--- src/rtl/dpt_timer_defs.vh ---
`ifndef DPT_TIMER_DEFS_VH
`define DPT_TIMER_DEFS_VH

// Word indices of the register words (address bits 5:2).
`define DPT_OFS_CTRL    4'h0
`define DPT_OFS_CNT0    4'h1
`define DPT_OFS_CNT1    4'h2
`define DPT_OFS_CNT2    4'h3
`define DPT_OFS_CNT3    4'h4
`define DPT_OFS_RLD0    4'h5
`define DPT_OFS_RLD1    4'h6
`define DPT_OFS_RLD0_HI 4'h7
`define DPT_OFS_RLD1_HI 4'h8
`define DPT_OFS_RLD2    4'h9
`define DPT_OFS_RLD3    4'ha
`define DPT_OFS_STAT    4'hb

// Control register fields.
`define DPT_CTL_EN0   0
`define DPT_CTL_EN1   1
`define DPT_CTL_EN_B  2
`define DPT_CTL_ARL0  3
`define DPT_CTL_ARL1  4
`define DPT_CTL_CASC  5
`define DPT_CTL_W     6
`define DPT_CTL_RST   6'h00

// Timing and counting constants.
`define DPT_PRE_W     3
`define DPT_PRE_LAST  3'h7
`define DPT_ONE8      8'h01
`define DPT_ONE16     16'h0001
`define DPT_ZERO8     8'h00
`define DPT_RLD_N     6

`endif

--- src/rtl/dpt_timer.v ---
`timescale 1ns/1ns
`include "dpt_timer_defs.vh"

module dpt_timer
(
	input  wire        clock,       // Oscillator clock, 25 MHz.
	input  wire        rst_n,       // Asynchronous reset, active low.
	input  wire [5:0]  address,     // Avalon byte address.
	input  wire        read,        // Avalon read request.
	input  wire        write,       // Avalon write request.
	input  wire [31:0] writedata,   // Avalon write data.
	input  wire [3:0]  byteenable,  // Avalon byte enables.
	output reg  [31:0] readdata,    // Avalon read data.
	output wire        waitrequest, // Avalon wait request.
	input  wire [2:0]  out_sel,     // Pin set as timer output, per source.
	output reg         irq_a_low,   // Pair A low timer interrupt pulse.
	output reg         irq_a_high,  // Pair A high timer interrupt pulse.
	output reg         irq_b,       // Pair B interrupt pulse.
	output reg  [2:0]  tmr_out      // Toggling timer output levels.
);

	reg                  rs1_r;
	reg                  rst_sync_n;
	reg                  ack_r;
	reg [`DPT_PRE_W-1:0] pre_r;
	reg [`DPT_CTL_W-1:0] ctrl_r;
	reg [`DPT_CTL_W-1:0] ctrl_nxt;
	reg [7:0]            c0_r;
	reg [7:0]            c1_r;
	reg [7:0]            c2_r;
	reg [7:0]            c3_r;
	reg [7:0]            c0_nxt;
	reg [7:0]            c1_nxt;
	reg [7:0]            c2_nxt;
	reg [7:0]            c3_nxt;
	reg [31:0]           rdata_nxt;
	reg                  phase_r;
	reg                  phase_nxt;
	reg                  ia0_nxt;
	reg                  ia1_nxt;
	reg                  ib_nxt;
	reg [`DPT_CTL_W-1:0] hw_clr;

	wire        req_w;
	wire        wr_en;
	wire        rd_en;
	wire [3:0]  idx_w;
	wire        tick_w;
	wire        casc_w;
	wire [15:0] pa_w;
	wire [15:0] pb_w;
	wire [15:0] pa_dec;
	wire [15:0] pb_dec;
	wire [7:0]  c0_dec;
	wire [7:0]  c1_dec;
	wire [7:0]  wd_w;
	wire [7:0]  r0_r;
	wire [7:0]  r1_r;
	wire [7:0]  r0h_r;
	wire [7:0]  r1h_r;
	wire [7:0]  r2_r;
	wire [7:0]  r3_r;
	wire [2:0]  pin_nxt;
	wire [2:0]  evt_w;
	wire [7:0]  rld_w [0:`DPT_RLD_N-1];

	genvar      gi;

	// Reset release through two flip-flops.
	always @(posedge clock or negedge rst_n)
	begin
		if (!rst_n)
		begin
			rs1_r      <= 1'b0;
			rst_sync_n <= 1'b0;
		end
		else
		begin
			rs1_r      <= 1'b1;
			rst_sync_n <= rs1_r;
		end
	end

	// Each access waits one cycle so that read data comes from a flop.
	assign req_w       = read | write;
	assign waitrequest = req_w & ~ack_r;
	assign wr_en       = write & ack_r & byteenable[0];
	assign rd_en       = read & ~ack_r;
	assign idx_w       = address[5:2];
	assign wd_w        = writedata[7:0];

	assign tick_w = (pre_r == `DPT_PRE_LAST);
	assign casc_w = ctrl_r[`DPT_CTL_CASC];
	assign pa_w   = {c1_r, c0_r};
	assign pb_w   = {c3_r, c2_r};
	assign pa_dec = pa_w - `DPT_ONE16;
	assign pb_dec = pb_w - `DPT_ONE16;
	assign c0_dec = c0_r - `DPT_ONE8;
	assign c1_dec = c1_r - `DPT_ONE8;

	// Reload registers are written only by software, one per entry.
	// Their offsets follow one another, so each entry finds its own.
	generate
		for (gi = 0; gi < `DPT_RLD_N; gi = gi + 1)
		begin : g_rld
			localparam integer OFS = `DPT_OFS_RLD0 + gi;
			reg [7:0] val_r;
			always @(posedge clock or negedge rst_sync_n)
			begin
				if (!rst_sync_n)
					val_r <= `DPT_ZERO8;
				else if (wr_en && (idx_w == OFS[3:0]))
					val_r <= wd_w;
			end
			assign rld_w[gi] = val_r;
		end
	endgenerate

	assign r0_r  = rld_w[0];
	assign r1_r  = rld_w[1];
	assign r0h_r = rld_w[2];
	assign r1h_r = rld_w[3];
	assign r2_r  = rld_w[4];
	assign r3_r  = rld_w[5];

	// Each pin toggles on an expiry of its source when selected.
	assign evt_w = {ib_nxt, ia1_nxt, ia0_nxt};
	generate
		for (gi = 0; gi < 3; gi = gi + 1)
		begin : g_pin
			assign pin_nxt[gi] = tmr_out[gi] ^ (out_sel[gi] & evt_w[gi]);
		end
	endgenerate

	// Read data are selected here and captured in a flop below.
	always @*
	begin
		rdata_nxt = 32'h00000000;
		case (idx_w)
			`DPT_OFS_CTRL:    rdata_nxt = {26'h0, ctrl_r};
			`DPT_OFS_CNT0:    rdata_nxt = {24'h0, c0_r};
			`DPT_OFS_CNT1:    rdata_nxt = {24'h0, c1_r};
			`DPT_OFS_CNT2:    rdata_nxt = {24'h0, c2_r};
			`DPT_OFS_CNT3:    rdata_nxt = {24'h0, c3_r};
			`DPT_OFS_RLD0:    rdata_nxt = {24'h0, r0_r};
			`DPT_OFS_RLD1:    rdata_nxt = {24'h0, r1_r};
			`DPT_OFS_RLD0_HI: rdata_nxt = {24'h0, r0h_r};
			`DPT_OFS_RLD1_HI: rdata_nxt = {24'h0, r1h_r};
			`DPT_OFS_RLD2:    rdata_nxt = {24'h0, r2_r};
			`DPT_OFS_RLD3:    rdata_nxt = {24'h0, r3_r};
			`DPT_OFS_STAT:    rdata_nxt = {28'h0, tmr_out, phase_r};
			default:          rdata_nxt = 32'h00000000;
		endcase
	end

	always @*
	begin
		ctrl_nxt  = ctrl_r;
		c0_nxt    = c0_r;
		c1_nxt    = c1_r;
		c2_nxt    = c2_r;
		c3_nxt    = c3_r;
		phase_nxt = phase_r;
		ia0_nxt   = 1'b0;
		ia1_nxt   = 1'b0;
		ib_nxt    = 1'b0;
		hw_clr    = `DPT_CTL_RST;
		if (tick_w)
		begin
			if (casc_w)
			begin
				if (ctrl_r[`DPT_CTL_EN0])
				begin
					if (pa_w <= `DPT_ONE16)
					begin
						// Alternate reloads; PWM reloads always.
						if (!phase_r)
						begin
							ia1_nxt   = 1'b1;
							c0_nxt    = r0_r;
							c1_nxt    = r1_r;
							phase_nxt = 1'b1;
						end
						else
						begin
							ia0_nxt   = 1'b1;
							c0_nxt    = r0h_r;
							c1_nxt    = r1h_r;
							phase_nxt = 1'b0;
						end
					end
					else
					begin
						c0_nxt = pa_dec[7:0];
						c1_nxt = pa_dec[15:8];
					end
				end
			end
			else
			begin
				// Independent timers, each with its own reload.
				if (ctrl_r[`DPT_CTL_EN0])
				begin
					if (c0_r <= `DPT_ONE8)
					begin
						ia0_nxt = 1'b1;
						if (ctrl_r[`DPT_CTL_ARL0])
							c0_nxt = r0_r;
						else
						begin
							c0_nxt = `DPT_ZERO8;
							hw_clr[`DPT_CTL_EN0] = 1'b1;
						end
					end
					else
						c0_nxt = c0_dec;
				end
				if (ctrl_r[`DPT_CTL_EN1])
				begin
					if (c1_r <= `DPT_ONE8)
					begin
						ia1_nxt = 1'b1;
						if (ctrl_r[`DPT_CTL_ARL1])
							c1_nxt = r1_r;
						else
						begin
							c1_nxt = `DPT_ZERO8;
							hw_clr[`DPT_CTL_EN1] = 1'b1;
						end
					end
					else
						c1_nxt = c1_dec;
				end
			end
			// Pair B is always one free-running 16-bit timer.
			if (ctrl_r[`DPT_CTL_EN_B])
			begin
				if (pb_w <= `DPT_ONE16)
				begin
					ib_nxt = 1'b1;
					c2_nxt = r2_r;
					c3_nxt = r3_r;
				end
				else
				begin
					c2_nxt = pb_dec[7:0];
					c3_nxt = pb_dec[15:8];
				end
			end
		end
		// Software writes are applied after the writeback.
		if (wr_en)
		begin
			case (idx_w)
				`DPT_OFS_CTRL: ctrl_nxt = writedata[`DPT_CTL_W-1:0];
				`DPT_OFS_CNT0: c0_nxt = wd_w;
				`DPT_OFS_CNT1: c1_nxt = wd_w;
				`DPT_OFS_CNT2: c2_nxt = wd_w;
				`DPT_OFS_CNT3: c3_nxt = wd_w;
				default: ;
			endcase
		end
		ctrl_nxt = ctrl_nxt & ~hw_clr;
		// The PWM restarts with the low reload whenever it is stopped.
		if (!(casc_w & ctrl_r[`DPT_CTL_EN0]))
			phase_nxt = 1'b0;
	end

	always @(posedge clock or negedge rst_sync_n)
	begin
		if (!rst_sync_n)
		begin
			ack_r      <= 1'b0;
			pre_r      <= {`DPT_PRE_W{1'b0}};
			ctrl_r     <= `DPT_CTL_RST;
			c0_r       <= `DPT_ZERO8;
			c1_r       <= `DPT_ZERO8;
			c2_r       <= `DPT_ZERO8;
			c3_r       <= `DPT_ZERO8;
			phase_r    <= 1'b0;
			irq_a_low  <= 1'b0;
			irq_a_high <= 1'b0;
			irq_b      <= 1'b0;
			tmr_out    <= 3'h0;
			readdata   <= 32'h00000000;
		end
		else
		begin
			ack_r      <= req_w & ~ack_r;
			pre_r      <= pre_r + 3'h1;
			ctrl_r     <= ctrl_nxt;
			c0_r       <= c0_nxt;
			c1_r       <= c1_nxt;
			c2_r       <= c2_nxt;
			c3_r       <= c3_nxt;
			phase_r    <= phase_nxt;
			irq_a_low  <= ia0_nxt;
			irq_a_high <= ia1_nxt;
			irq_b      <= ib_nxt;
			// Output pins toggle on every expiry of their source when selected by out_sel.
			tmr_out    <= pin_nxt;
			// Reads have no side effect on the timers.
			if (rd_en)
				readdata <= rdata_nxt;
		end
	end

endmodule

--- config.mk ---
export PLATFORM = sky130hd
export DESIGN_NAME = dpt_timer
export DESIGN_NICKNAME = d
export VERILOG_FILES = /design/src/rtl/dpt_timer.v
export VERILOG_INCLUDE_DIRS = /design/src /design/src/rtl
export SDC_FILE = /design/constraint.sdc
export NUM_CORES = 1
export LEC_CHECK = 0
export BUFFER_PORTS_ARGS = -buffer_cell sky130_fd_sc_hd__clkbuf_2
export CORE_ASPECT_RATIO = 0.8
export CORE_UTILIZATION = 53
export DETAILED_ROUTE_END_ITERATION = 12
export PLACE_DENSITY = 0.74
export SETUP_SLACK_MARGIN = 0.2
export SYNTH_ARGS = -nofsm -noshare
export SYNTH_HDL_FRONTEND = slang
export SYNTH_SLANG_ARGS = --single-unit
--- constraint.sdc ---
create_clock -name clock -period 3.92 [get_ports clock]
set_input_delay 0.392 -clock clock [delete_from_list [all_inputs] [get_ports clock]]
set_output_delay 0.392 -clock clock [all_outputs]
set_load 0.02 [all_outputs]
=== Word-level counts from Yosys, hierarchy flattened ===
Index checks and enable logic that the tools add are counted.

* Bits of input ports: 49
* Bits in registers: 131

* Muxes and demuxes: 63
* Bitwise logic cells: 15
* Magnitude comparators: 4
* $add $sub $neg: 5
* Reduce and logical (&&, ||, !) cells: 8
* Eq/ne operators: 16

{| class="wikitable"
|+ Operators by type and width
! cell !! count
|-
| 2-to-1 mux 8 bit || 30
|-
| one-hot mux 8 bit (12 select lines) || 1
|-
| less-or-equal comparator 16 x 1 -> 1 bit (second input constant) || 2
|-
| subtractor 16 x 1 -> 16 bit (second input constant) || 2
|-
| 2-to-1 mux 1 bit || 28
|-
| equality test 4 x 3 -> 1 bit (second input constant) || 4
|-
| equality test 4 bit (second input constant) || 4
|-
| less-or-equal comparator 8 x 1 -> 1 bit (second input constant) || 2
|-
| subtractor 8 x 1 -> 8 bit (second input constant) || 2
|-
| 2-to-1 mux 6 bit || 2
|-
| bitwise AND 1 bit || 8
|-
| equality test 4 x 2 -> 1 bit (second input constant) || 2
|-
| inequality test 2 bit (second input constant) || 4
|-
| bitwise AND 6 bit || 1
|-
| logical AND 1 bit || 6
|-
| NOT 2 -> 6 bit || 1
|-
| equality test 4 x 1 -> 1 bit (second input constant) || 1
|-
| logical NOT 4 bit || 1
|-
| 2-to-1 mux 2 bit || 2
|-
| AND reduction 4 bit || 1
|-
| adder 3 x 1 -> 3 bit (second input constant) || 1
|-
| equality test 3 bit (second input constant) || 1
|-
| bitwise XOR 1 bit || 3
|-
| NOT 1 bit || 1
|-
| bitwise OR 1 bit || 1
|}

=== Depth between registers and ports, before layout ===
Gate-level depths: netlist of the first run.

* Depth in word-level cells: 7
* Mapped depth: 10
* Depth with buffers taken out: 8

=== Worst setup path before layout of the first run ===
No wires, ideal clock.

* Path type: register -> register
* Start: register c1_r[4]
* End: register c1_r[0]
* Library setup time: 0.134 ns
* Path slack: 1.580 ns
* Period minus slack after synthesis: 2.340 ns
* Data required time: 3.786 ns
* Stages on the path, launching flop included: 9
* Arrival: 2.206 ns
* Cells stage by stage: dfrtp_1 > buf_6 > or4_4 > buf_6 > or3_4 > nor2_1 > o21ai_1 > a2111oi_0 > o21ai_1

* Longest elaborated chain between the ends: 7

{| class="wikitable"
|+ RTL lines
! what !! line !! text
|-
| start: declaration || dpt_timer.v:29 || <nowiki>reg [7:0] c1_r;</nowiki>
|-
| start signal: assignment || dpt_timer.v:277 || <nowiki>c1_r <= `DPT_ZERO8;</nowiki>
|-
| start signal: assignment || dpt_timer.v:293 || <nowiki>c1_r <= c1_nxt;</nowiki>
|-
| less-or-equal comparator 16 x 1 -> 1 bit (no source line) / less-or-equal comparator 8 x 1 -> 1 bit (equally long branches) || -- ||
|-
| 2-to-1 mux 8 bit, on equally long branches || dpt_timer.v:174, dpt_timer.v:220 ||
|-
| 2-to-1 mux 8 bit, on equally long branches || dpt_timer.v:172, dpt_timer.v:218 ||
|-
| 2-to-1 mux 8 bit (*) || dpt_timer.v:170 || <nowiki>if (casc_w)</nowiki>
|-
| 2-to-1 mux 8 bit (*) || dpt_timer.v:168 || <nowiki>if (tick_w)</nowiki>
|-
| 2-to-1 mux 8 bit || dpt_timer.v:254 || <nowiki>case (idx_w)</nowiki>
|-
| 2-to-1 mux 8 bit (*) || dpt_timer.v:252 || <nowiki>if (wr_en)</nowiki>
|-
| net c1_nxt[0] || dpt_timer.v:33 || <nowiki>reg [7:0] c1_nxt;</nowiki>
|}

The timed path passes the listed nets; every way through them passes the cells marked *.
A chain may end at the register's enable or synchronous reset.

=== Worst setup path after layout of the first run ===
* Start: register c2_r[5]
* End: register c3_r[1]

* Longest elaborated chain between the ends: 6

{| class="wikitable"
|+ RTL lines
! what !! line !! text
|-
| start: declaration || dpt_timer.v:30 || <nowiki>reg [7:0] c2_r;</nowiki>
|-
| start signal: assignment || dpt_timer.v:278 || <nowiki>c2_r <= `DPT_ZERO8;</nowiki>
|-
| start signal: assignment || dpt_timer.v:294 || <nowiki>c2_r <= c2_nxt;</nowiki>
|-
| subtractor 16 x 1 -> 16 bit (no source line) / less-or-equal comparator 16 x 1 -> 1 bit (equally long branches) || -- ||
|-
| 2-to-1 mux 8 bit (*) || dpt_timer.v:238 || <nowiki>if (pb_w <= `DPT_ONE16)</nowiki>
|-
| 2-to-1 mux 8 bit (*) || dpt_timer.v:236 || <nowiki>if (ctrl_r[`DPT_CTL_EN_B])</nowiki>
|-
| 2-to-1 mux 8 bit (*) || dpt_timer.v:168 ||
|-
| 2-to-1 mux 8 bit || dpt_timer.v:254 ||
|-
| 2-to-1 mux 8 bit (*) || dpt_timer.v:252 ||
|-
| net c3_nxt[1] || dpt_timer.v:35 || <nowiki>reg [7:0] c3_nxt;</nowiki>
|-
| end signal: assignment || dpt_timer.v:279 || <nowiki>c3_r <= `DPT_ZERO8;</nowiki>
|-
| end signal: assignment || dpt_timer.v:295 || <nowiki>c3_r <= c3_nxt;</nowiki>
|-
| end: declaration || dpt_timer.v:31 || <nowiki>reg [7:0] c3_r;</nowiki>
|}

Marks and branches as above.

==> results of run 1 <==
-- per-stage QoR --
stage	hold slack, ns	std cells
final	0.263	929
after global routing	0.267	929
after CTS	0.256	928
after detailed placement	0.182	911
after global placement	0.177	911
after floorplan	0.0964	770
-- cells by family after synthesis --
logic type | count (synthesis) | share of synthesized area (%)
AND/OR/NAND/NOR | 225 | 15.8
flip-flops | 107 | 39.1
XOR/XNOR | 17 | 2.18
buffers and inverters | 94 | 6.73
other | 2 | 0.110
multiplexers | 86 | 14.5
adder cells (fa/ha/maj) | 8 | 1.46
AO/OA/AOI/OAI | 208 | 20.1
-- final timing paths --
kind                            start           endpoint  slack, ns  cells past startpoint
setup reg to reg              c2_r[5]            c3_r[1]       1.09                      6
hold / removal             out_sel[1]         tmr_out[1]       0.26                      3
min in group asynchronous  rst_sync_n  g_rld[5].val_r[3]       0.30                      0
max in group asynchronous  rst_sync_n            c0_r[5]       2.78                      1
setup / recovery              c2_r[5]            c3_r[1]       1.09                      6
hold reg to reg            rst_sync_n  g_rld[5].val_r[3]       0.30                      0
-- worst reg2reg max path, stage by stage, from the launching register on --
cell	delay (ns)
dfrtp_1	0.49
nor3_1	0.59
nand4_1	0.30
nor2_1	0.71
nor3_1	0.10
a2111oi_0	0.45
a21o_1	0.14
-- cells in the final DEF, fill, tap and decap left out, types with 8 or more instances in the layout --
cell type | synthesis | routed
dfrtp_1 | 107 | 106
nor2_1 | 64 | 64
nand2_1 | 64 | 64
mux2_2 | 57 | 57
o21ai_0 | 51 | 51
a21oi_1 | 41 | 41
clkbuf_2 | 1 | 34
conb_1 | 2 | 25
mux2i_1 | 24 | 24
nand3_1 | 23 | 23
nor3_1 | 23 | 23
buf_4 | 24 | 16
a31oi_1 | 15 | 15
inv_1 | 14 | 14
xnor2_1 | 13 | 13
nand2b_1 | 12 | 12
o22ai_1 | 12 | 12
nor2b_1 | 10 | 10
a211oi_1 | 10 | 10
a2111oi_0 | 10 | 10
a2bb2oi_1 | 10 | 10
clkbuf_16 | 0 | 9
ha_1 | 8 | 8
-- flip-flops by register name (all words and copies together), names as in the netlist, 6 cells and up --
register     count
ctrl_r           6
c2_r             8
g_rld.val_r     48
c1_r             8
readdata         8
c3_r             8
c0_r             8
-- final cells by class --
| type | instances | share of cell area, % |
|---|---|---|
| tap | 171 | 2.91 |
| antenna | 1 | 0.0341 |
| clock buffer | 10 | 3.12 |
| inverter | 14 | 0.715 |
| multi-input combinational | 569 | 51.6 |
| timing repair buffer | 51 | 4.09 |
| sequential | 107 | 36.5 |
| clock inverter | 6 | 1.07 |
-- per-layer routing --
| layer | wire length [um] | share of wire (%) | vias up |
|---|---|---|---|
| met4 | 722 | 3.4 | 0 |
| met5 | 0 | 0 | - |
| li1 | - | - | 2707 |
| met1 | 8920 | 42 | 2991 |
| met2 | 8890 | 42 | 393 |
| met3 | 2580 | 12 | 58 |
-- where the power goes --
| part | switching [mW] | internal, mW |
|---|---|---|
| clock network | 0.444 | 0.512 |
| logic | 0.517 | 0.434 |
| registers | 0.373 | 1.30 |
-- repair_timing --
item	CTS	global route
hold buffers	1	0
endpoints found under the setup margin	0	0
gates resized for setup	0	0
endpoints found under the hold margin	2	0
setup buffers	0	0
==> reports/qor.csv, run 1 <==
metric,value,unit
fin_setup_tns,0,ns
max_cap_viol_count,0,
synth_top_cell_by_area,dfrtp_1,
ys_seq_elements,107,
worst-endpoint-required,4.22,ns
dieHeight,104,um
multiInputGateArea,3790,um2
dr.pass1.iters,9,
vias_per_cell,6.62,
slew_headroom,26.7,%
post-route-drc-count,0,
ys_async_sr_fraction,100,%
dp_hpwl,15.3,mm
place.port_buffers,34,
dieArea,13400,um2
design_area,7350,um2
power,3.59,mW
nets,809,
tightest_slew,1.07,ns
ys_warn_count,0,
grt_pass1_vias,5861,
period_minus_slack,2.83,ns
wl_per_cell,22.7,um
die_w,129,um
grt_setup_unrepaired,false,
criticalPathCategory,reg -> reg,
timing.fmax,354,MHz
path_cells,nor3_1 -> nand4_1 -> nor2_1 -> nor3_1 -> a2111oi_0 -> a21o_1,
status,"complete, no violations",
cts_num_sinks,107,
postSynthAreaPerCell,9.16,um2
start_util,55.2,%
timing.final.ws_setup,1.09,ns
grt.met1_usage,47.4,%
finalHoldViolCount,0,
synth_area_leaders,"dfrtp_1 39%, mux2_2 9.4%, o21ai_0 3.7%, mux2i_1 3.5%, nand2_1 3.5%",
leakage,3.08,nW
met2_usage,46.7,%
drv_slew,0,
critPathTopFamily,simple AND/OR/NAND/NOR gates,
cts_tree,yes,
grt_first_pass_wirelength,33.3,mm
netlist_instances,747,
vias,6149,
ant_nets,0,
seq_area_frac_synth,39.1,%
numCtsBuffers,9,
worstPathArrival,3.12,ns
post-route-util,59.3,%
worst-path-buf-inv,0,
p_per_area,488,nW/um2
netlist_area,6840,um2
io_pins,88,
start_kind,register,
drtIter0Drc,874,
synth-edff-count,0,
grt_max_degree,38,
fin_crit_sh,72.1,%
htreeDepth,3,
track_usage,33.3,%
antenna_found_initial,1,
clockBufferDepth,2,
skew,0.00652,ns
yosys_most_used_dff,dfrtp_1,
fp-row-count,36,
synth.top_cell.area_share,39.1,%
regArea,2680,um2
ir_worst_vdd,0.000264,V
coreArea,12400,um2
place_area,7030,um2
setup_violations,0,
cp_max_fo,11,
n_fill_cell,1076,
syn2layout_area_growth,7.41,%
layout-drive-gt1-share,17.8,%
totalWireLength,21.1,mm
global_route.overflow_total,0,
top_usage_layer,met1,
yosys-top-cells-count,"107 x dfrtp_1, 64 x nand2_1, 64 x nor2_1, 57 x mux2_2, 51 x o21ai_0",
cp-end-kind,register,
synth_most_common_cell,dfrtp_1,
crit_top_cell,nor3_1,
clkTransAtPathRegs,0.07,ns
dp_slack,1.18,ns
cpPeakStageDelay,0.71,ns
min_path_type,in -> reg,
root_buffer,clkbuf_16,
worstSkewPairLatency,0.36,ns
globalplace.congestion,0.985,
grt_use_met3,10.7,%
ys_types,66,
slowest_stage,nor2_1,
No activity file was read; power rests on OpenSTA's default activity.
==> run 2, diff against run 1 <==
==> constraint.sdc (replaced) <==
create_clock -name clock -period 2.8 [get_ports clock]
set_input_delay 0.28 -clock clock [delete_from_list [all_inputs] [get_ports clock]]
set_output_delay 0.28 -clock clock [all_outputs]
set_load 0.02 [all_outputs]
==> run 2 against run 1 <==
Compared with the run above:
- utilization up 1.4 points
- critical path depth up 1
- final cell count up 2.3%
- count of clock-buffer cells in the layout unchanged
- first-iteration DRC count down 9.5%
- final area up 2.3%
- clock power up 34%
- non-clock buffer count up 22
- flip-flop and latch count unchanged
- combinational power up 56%
- setup slack worse by 0.82 ns
==> reports/qor.csv, run 2 (synthesized netlist as in run 1, its figures left out) <==
metric,value,unit
largest_register_ff_count,48,
timing.rr.end,c0_r[5],
fin_setup_tns,0,ns
grt.met1_usage,49.1,%
dp_slack,0.356,ns
r2r_setup_slack,0.28,ns
totalWireLength,21.7,mm
worst-endpoint-required,3.11,ns
post-route-drc-count,0,
grt_first_pass_wirelength,34.0,mm
leakage,3.19,nW
finalHoldViolCount,0,
drtIter0Drc,791,
reg2reg_from,c0_r[0],
layout-drive-gt1-share,20.4,%
htreeDepth,3,
grt_max_degree,45,
dieArea,13400,um2
clockBufferDepth,2,
cts_tree,yes,
post_cts_buffers,0,
root_buffer,clkbuf_16,
place.port_buffers,34,
cp-end-kind,register,
clkTransAtPathRegs,0.08,ns
worstSkewPairLatency,0.37,ns
min_path_type,in -> reg,
timing.final.ws_setup,0.277,ns
antenna_found_initial,0,
met2_usage,47.5,%
setup_violations,0,
num_antenna_cells,0,
start_kind,register,
fin_crit_sh,90.1,%
dp.cells,933,
skew,0.00742,ns
globalplace.congestion,1.03,
whs,0.139,ns
track_usage,34.4,%
vias,6277,
drv_slew,0,
dp_hpwl,15.9,mm
vias_per_cell,6.61,
worstPathArrival,2.83,ns
cts_num_sinks,107,
reg2regPathDepth,7,
tightest_slew,1.00,ns
grt_pass1_vias,5856,
global_route.overflow_total,0,
numCtsBuffers,9,
coreArea,12400,um2
fp-row-count,36,
syn2layout_area_growth,9.91,%
start_util,55.2,%
hp-start,out_sel[0],
grt_setup_unrepaired,false,
p_per_area,670,nW/um2
hold_depth,3,
slew_headroom,33.4,%
die_w,129,um
criticalPathCategory,reg -> reg,
final_cell_mix,"106 x dfrtp_1, 64 x nor2_1, 64 x nand2_1",
top_usage_layer,met1,
final_cells,950,
dieHeight,104,um
wl_per_cell,22.9,um
timing.fmax,396,MHz
holdPathEnd,tmr_out[0],
io_pins,88,
period_minus_slack,2.52,ns
layout_commonest_cell,dfrtp_1,
status,"complete, no violations",
max_cap_viol_count,0,
largest_register,g_rld.val_r,
nets,831,
ir_worst_vdd,0.000442,V
grt_use_met3,12.8,%
dr.pass1.iters,5,
ant_nets,0,
cp_max_fo,8,
run 2: changes by cell type in the layout (fill, tap and decap cells not counted), sizes merged:
| cell | change |
|---|---|
| buf | +22 |
| clkinv | +2 |
| inv | -1 |
| bufinv | -1 |
| diode | -1 |
run 2: report_power, final:
part	internal, mW	total [mW]	switching [mW]
clock network	0.630	1.28	0.652
logic	0.672	1.48	0.803
registers	1.83	2.28	0.454
total	3.13	5.04	1.91
run 2: metal layers:
layer / wire (um) / part of all wire (%) / vias up
li1: - / - / 2757
met1: 9000 / 41 / 3047
met2: 9270 / 43 / 415
met3: 2820 / 13 / 58
met4: 654 / 3.0 / 0
met5: 0 / 0 / -
run 2: worst max path at each step:
stage / cells after the start / startpoint / slack [ns] / to
after CTS: 6 / c1_r[5] / 0.34 / c1_r[7]
after floorplan: 8 / c1_r[4] / 0.46 / c1_r[0]
after global routing: 7 / c0_r[0] / 0.20 / c0_r[5]
after global placement: 6 / c1_r[5] / 0.34 / c1_r[0]
final: 7 / c0_r[0] / 0.28 / c0_r[5]
after detailed placement: 6 / c1_r[5] / 0.36 / c1_r[7]
run 2: worst max-delay path, stage by stage, from the launching register on:
cell and delay (ns):
dfrtp_1 0.51, inv_1 0.08, ha_1 0.27, o211ai_1 0.50, buf_4 0.26, a211oi_1 0.06, a2111oi_0 0.58, a311o_1 0.19
run 2: repair_timing:
| action | CTS | global route |
|---|---|---|
| endpoints found under the hold margin | 2 | 0 |
| hold buffers | 1 | 0 |
| resized for setup | 0 | 3 |
| endpoints found under the setup margin | 0 | 3 |
run 2: layout make-up:
cell class | instances | area, um2
clock buffers | 10 | 229
clock inverters | 6 | 62.6
fillers | 1080 | 4870
inverters | 14 | 52.6
multi-input cells | 569 | 3800
flip-flops and latches | 107 | 2680
well taps | 171 | 214
repair buffers | 73 | 478
run 2: stage by stage:
stage,util (%),cell area (um2),power (mW)
after floorplan,-,6930,3.24
after global placement,58.2,7210,3.65
after detailed placement,58.2,7210,3.72
after CTS,60.6,7510,5.01
after global routing,60.7,7520,5.28
final,60.7,7520,5.04
==> run 3, diff against run 2 <==
--- a/config.mk
+++ b/config.mk
@@ -10,7 +10,8 @@
 export CORE_ASPECT_RATIO = 0.8
 export CORE_UTILIZATION = 53
 export DETAILED_ROUTE_END_ITERATION = 12
-export PLACE_DENSITY = 0.74
+export MAX_ROUTING_LAYER = met4
+export PLACE_DENSITY = 0.77
 export SETUP_SLACK_MARGIN = 0.2
 export SYNTH_ARGS = -nofsm -noshare
 export SYNTH_HDL_FRONTEND = slang
==> constraint.sdc (replaced) <==
create_clock -name clock -period 2.3 [get_ports clock]
set_input_delay 0.23 -clock clock [delete_from_list [all_inputs] [get_ports clock]]
set_output_delay 0.23 -clock clock [all_outputs]
set_load 0.02 [all_outputs]
==> run 3 against run 2 <==
Compared with the run above:
- global-route usage grew 3.1 points
- largest cell class unchanged
- utilization grew 5.5 points
- sequential share of layout area shrank 2.9 points
- clock skew grew 0.0013 ns
- setup slack lost 0.24 ns
- die area is the same
- combinational power grew 55%
- final area grew 9.1%
- final cell count grew 6.0%
- critical path depth shrank 1
==> reports/qor.csv, run 3 (synthesized netlist as in run 1, its figures left out) <==
metric,value,unit
min_path_type,in -> reg,
antenna_found_initial,1,
setup_violations,0,
worstPathArrival,2.54,ns
totalWireLength,23.9,mm
grt_pass1_vias,6181,
n_fill_cell,1049,
cp_max_fo,5,
htreeDepth,3,
clkTransAtPathRegs,0.07,ns
start_kind,register,
criticalPathCategory,reg -> reg,
ir_worst_vdd,0.000487,V
status,"complete, no violations",
p_per_area,794,nW/um2
largest_register_ff_count,48,
drtIter0Drc,943,
post-route-drc-count,0,
period_minus_slack,2.27,ns
io_pins,88,
dp_slack,-0.0408,ns
slew_headroom,63.3,%
nets,887,
wl_per_cell,23.7,um
globalplace.congestion,0.968,
vias_per_cell,6.42,
dieHeight,104,um
finalHoldViolCount,0,
timing.fmax,441,MHz
post-route-util,66.2,%
die_w,129,um
fin_crit_sh,98.6,%
worst-endpoint-required,2.58,ns
tightest_slew,0.551,ns
syn2layout_area_growth,19.9,%
place.port_buffers,34,
grt_setup_unrepaired,true,
dieArea,13400,um2
cp-end-kind,register,
root_buffer,clkbuf_16,
vias,6464,
dp.cells,980,
drv_slew,0,
fp-row-count,36,
layout_commonest_cell,dfrtp_1,
dp_hpwl,17.4,mm
clockBufferDepth,2,
leakage,3.54,nW
grt_max_degree,58,
worstSkewPairLatency,0.35,ns
max_cap_viol_count,0,
skew,0.00869,ns
final_cells,1007,
dr.pass1.iters,6,
start_util,55.2,%
coreArea,12400,um2
layout-drive-gt1-share,30.2,%
largest_register,g_rld.val_r,
numCtsBuffers,9,
cts_tree,yes,
global_route.overflow_total,0,
final_cell_mix,"104 x dfrtp_1, 82 x buf_4, 60 x nor2_1",
cts_num_sinks,107,
grt_first_pass_wirelength,36.0,mm
timing.final.ws_setup,0.0326,ns
track_usage,37.4,%
ant_nets,0,
## run 3: where the power goes
part           switching (mW)  internal (mW)
logic                    1.26           1.03
clock network           0.752          0.785
registers               0.460           2.23
total                    2.47           4.04
## run 3: per-layer routing
metal / part of all wire (%) / up-vias / GRT usage [%]
met1: 43 / 3144 / 53.4
met3: 11 / 59 / 10.6
met4: 2.6 / 0 / 10.1
met2: 43 / 399 / 51.8
li1: - / 2862 / -
met5: 0 / - / -
## run 3: worst max-delay path, stage by stage, from the launching register on
cell,delay (ns)
dfrtp_1,0.38
or4_4,0.60
or3_4,0.43
nor2_8,0.19
mux2i_1,0.10
a221o_1,0.37
a21oi_2,0.13
## run 3: worst paths after layout
check / from / end / slack [ns] / cells past startpoint
worst max-delay path: c1_r[5] / c0_r[3] / 0.03 / 6
worst min-delay path: out_sel[2] / tmr_out[2] / 0.13 / 3
worst max register to register: c1_r[5] / c0_r[3] / 0.03 / 6
worst min register to register: rst_sync_n / g_rld[4].val_r[4] / 0.17 / 0
max in group asynchronous: rst_sync_n / c1_r[7] / 1.38 / 1
min in group asynchronous: rst_sync_n / g_rld[4].val_r[4] / 0.17 / 0
## run 3: area by class of cell
class,count,area [um2],share of cell area [%]
multi-input cells,570,4030,49.2
clock inverters,5,46.3,0.564
inverters,14,52.6,0.641
diodes,1,2.50,0.0305
clock buffers,11,243,2.96
well taps,171,214,2.61
repair buffers,128,928,11.3
flip-flops and latches,107,2680,32.7
## run 3: repair_timing
action	4_1_cts	5_1_grt
setup buffers	0	7
pin swaps	3	15
endpoints found under the setup margin	32	31
hold endpoints to repair	2	0
hold buffers	1	0
gates cloned	1	1
gates resized for setup	17	51
## run 3: per-stage QoR
step	instance area, um2	hold WS, ns	power, mW	setup TNS, ns
after global placement	7570	0.0157	4.74	-0.00499
after CTS	7930	0.127	6.36	0
after detailed placement	7570	0.0164	4.79	-0.0408
after floorplan	6950	-0.0656	3.96	0
after global routing	8200	0.138	6.81	-0.0666
final	8200	0.133	6.51	0
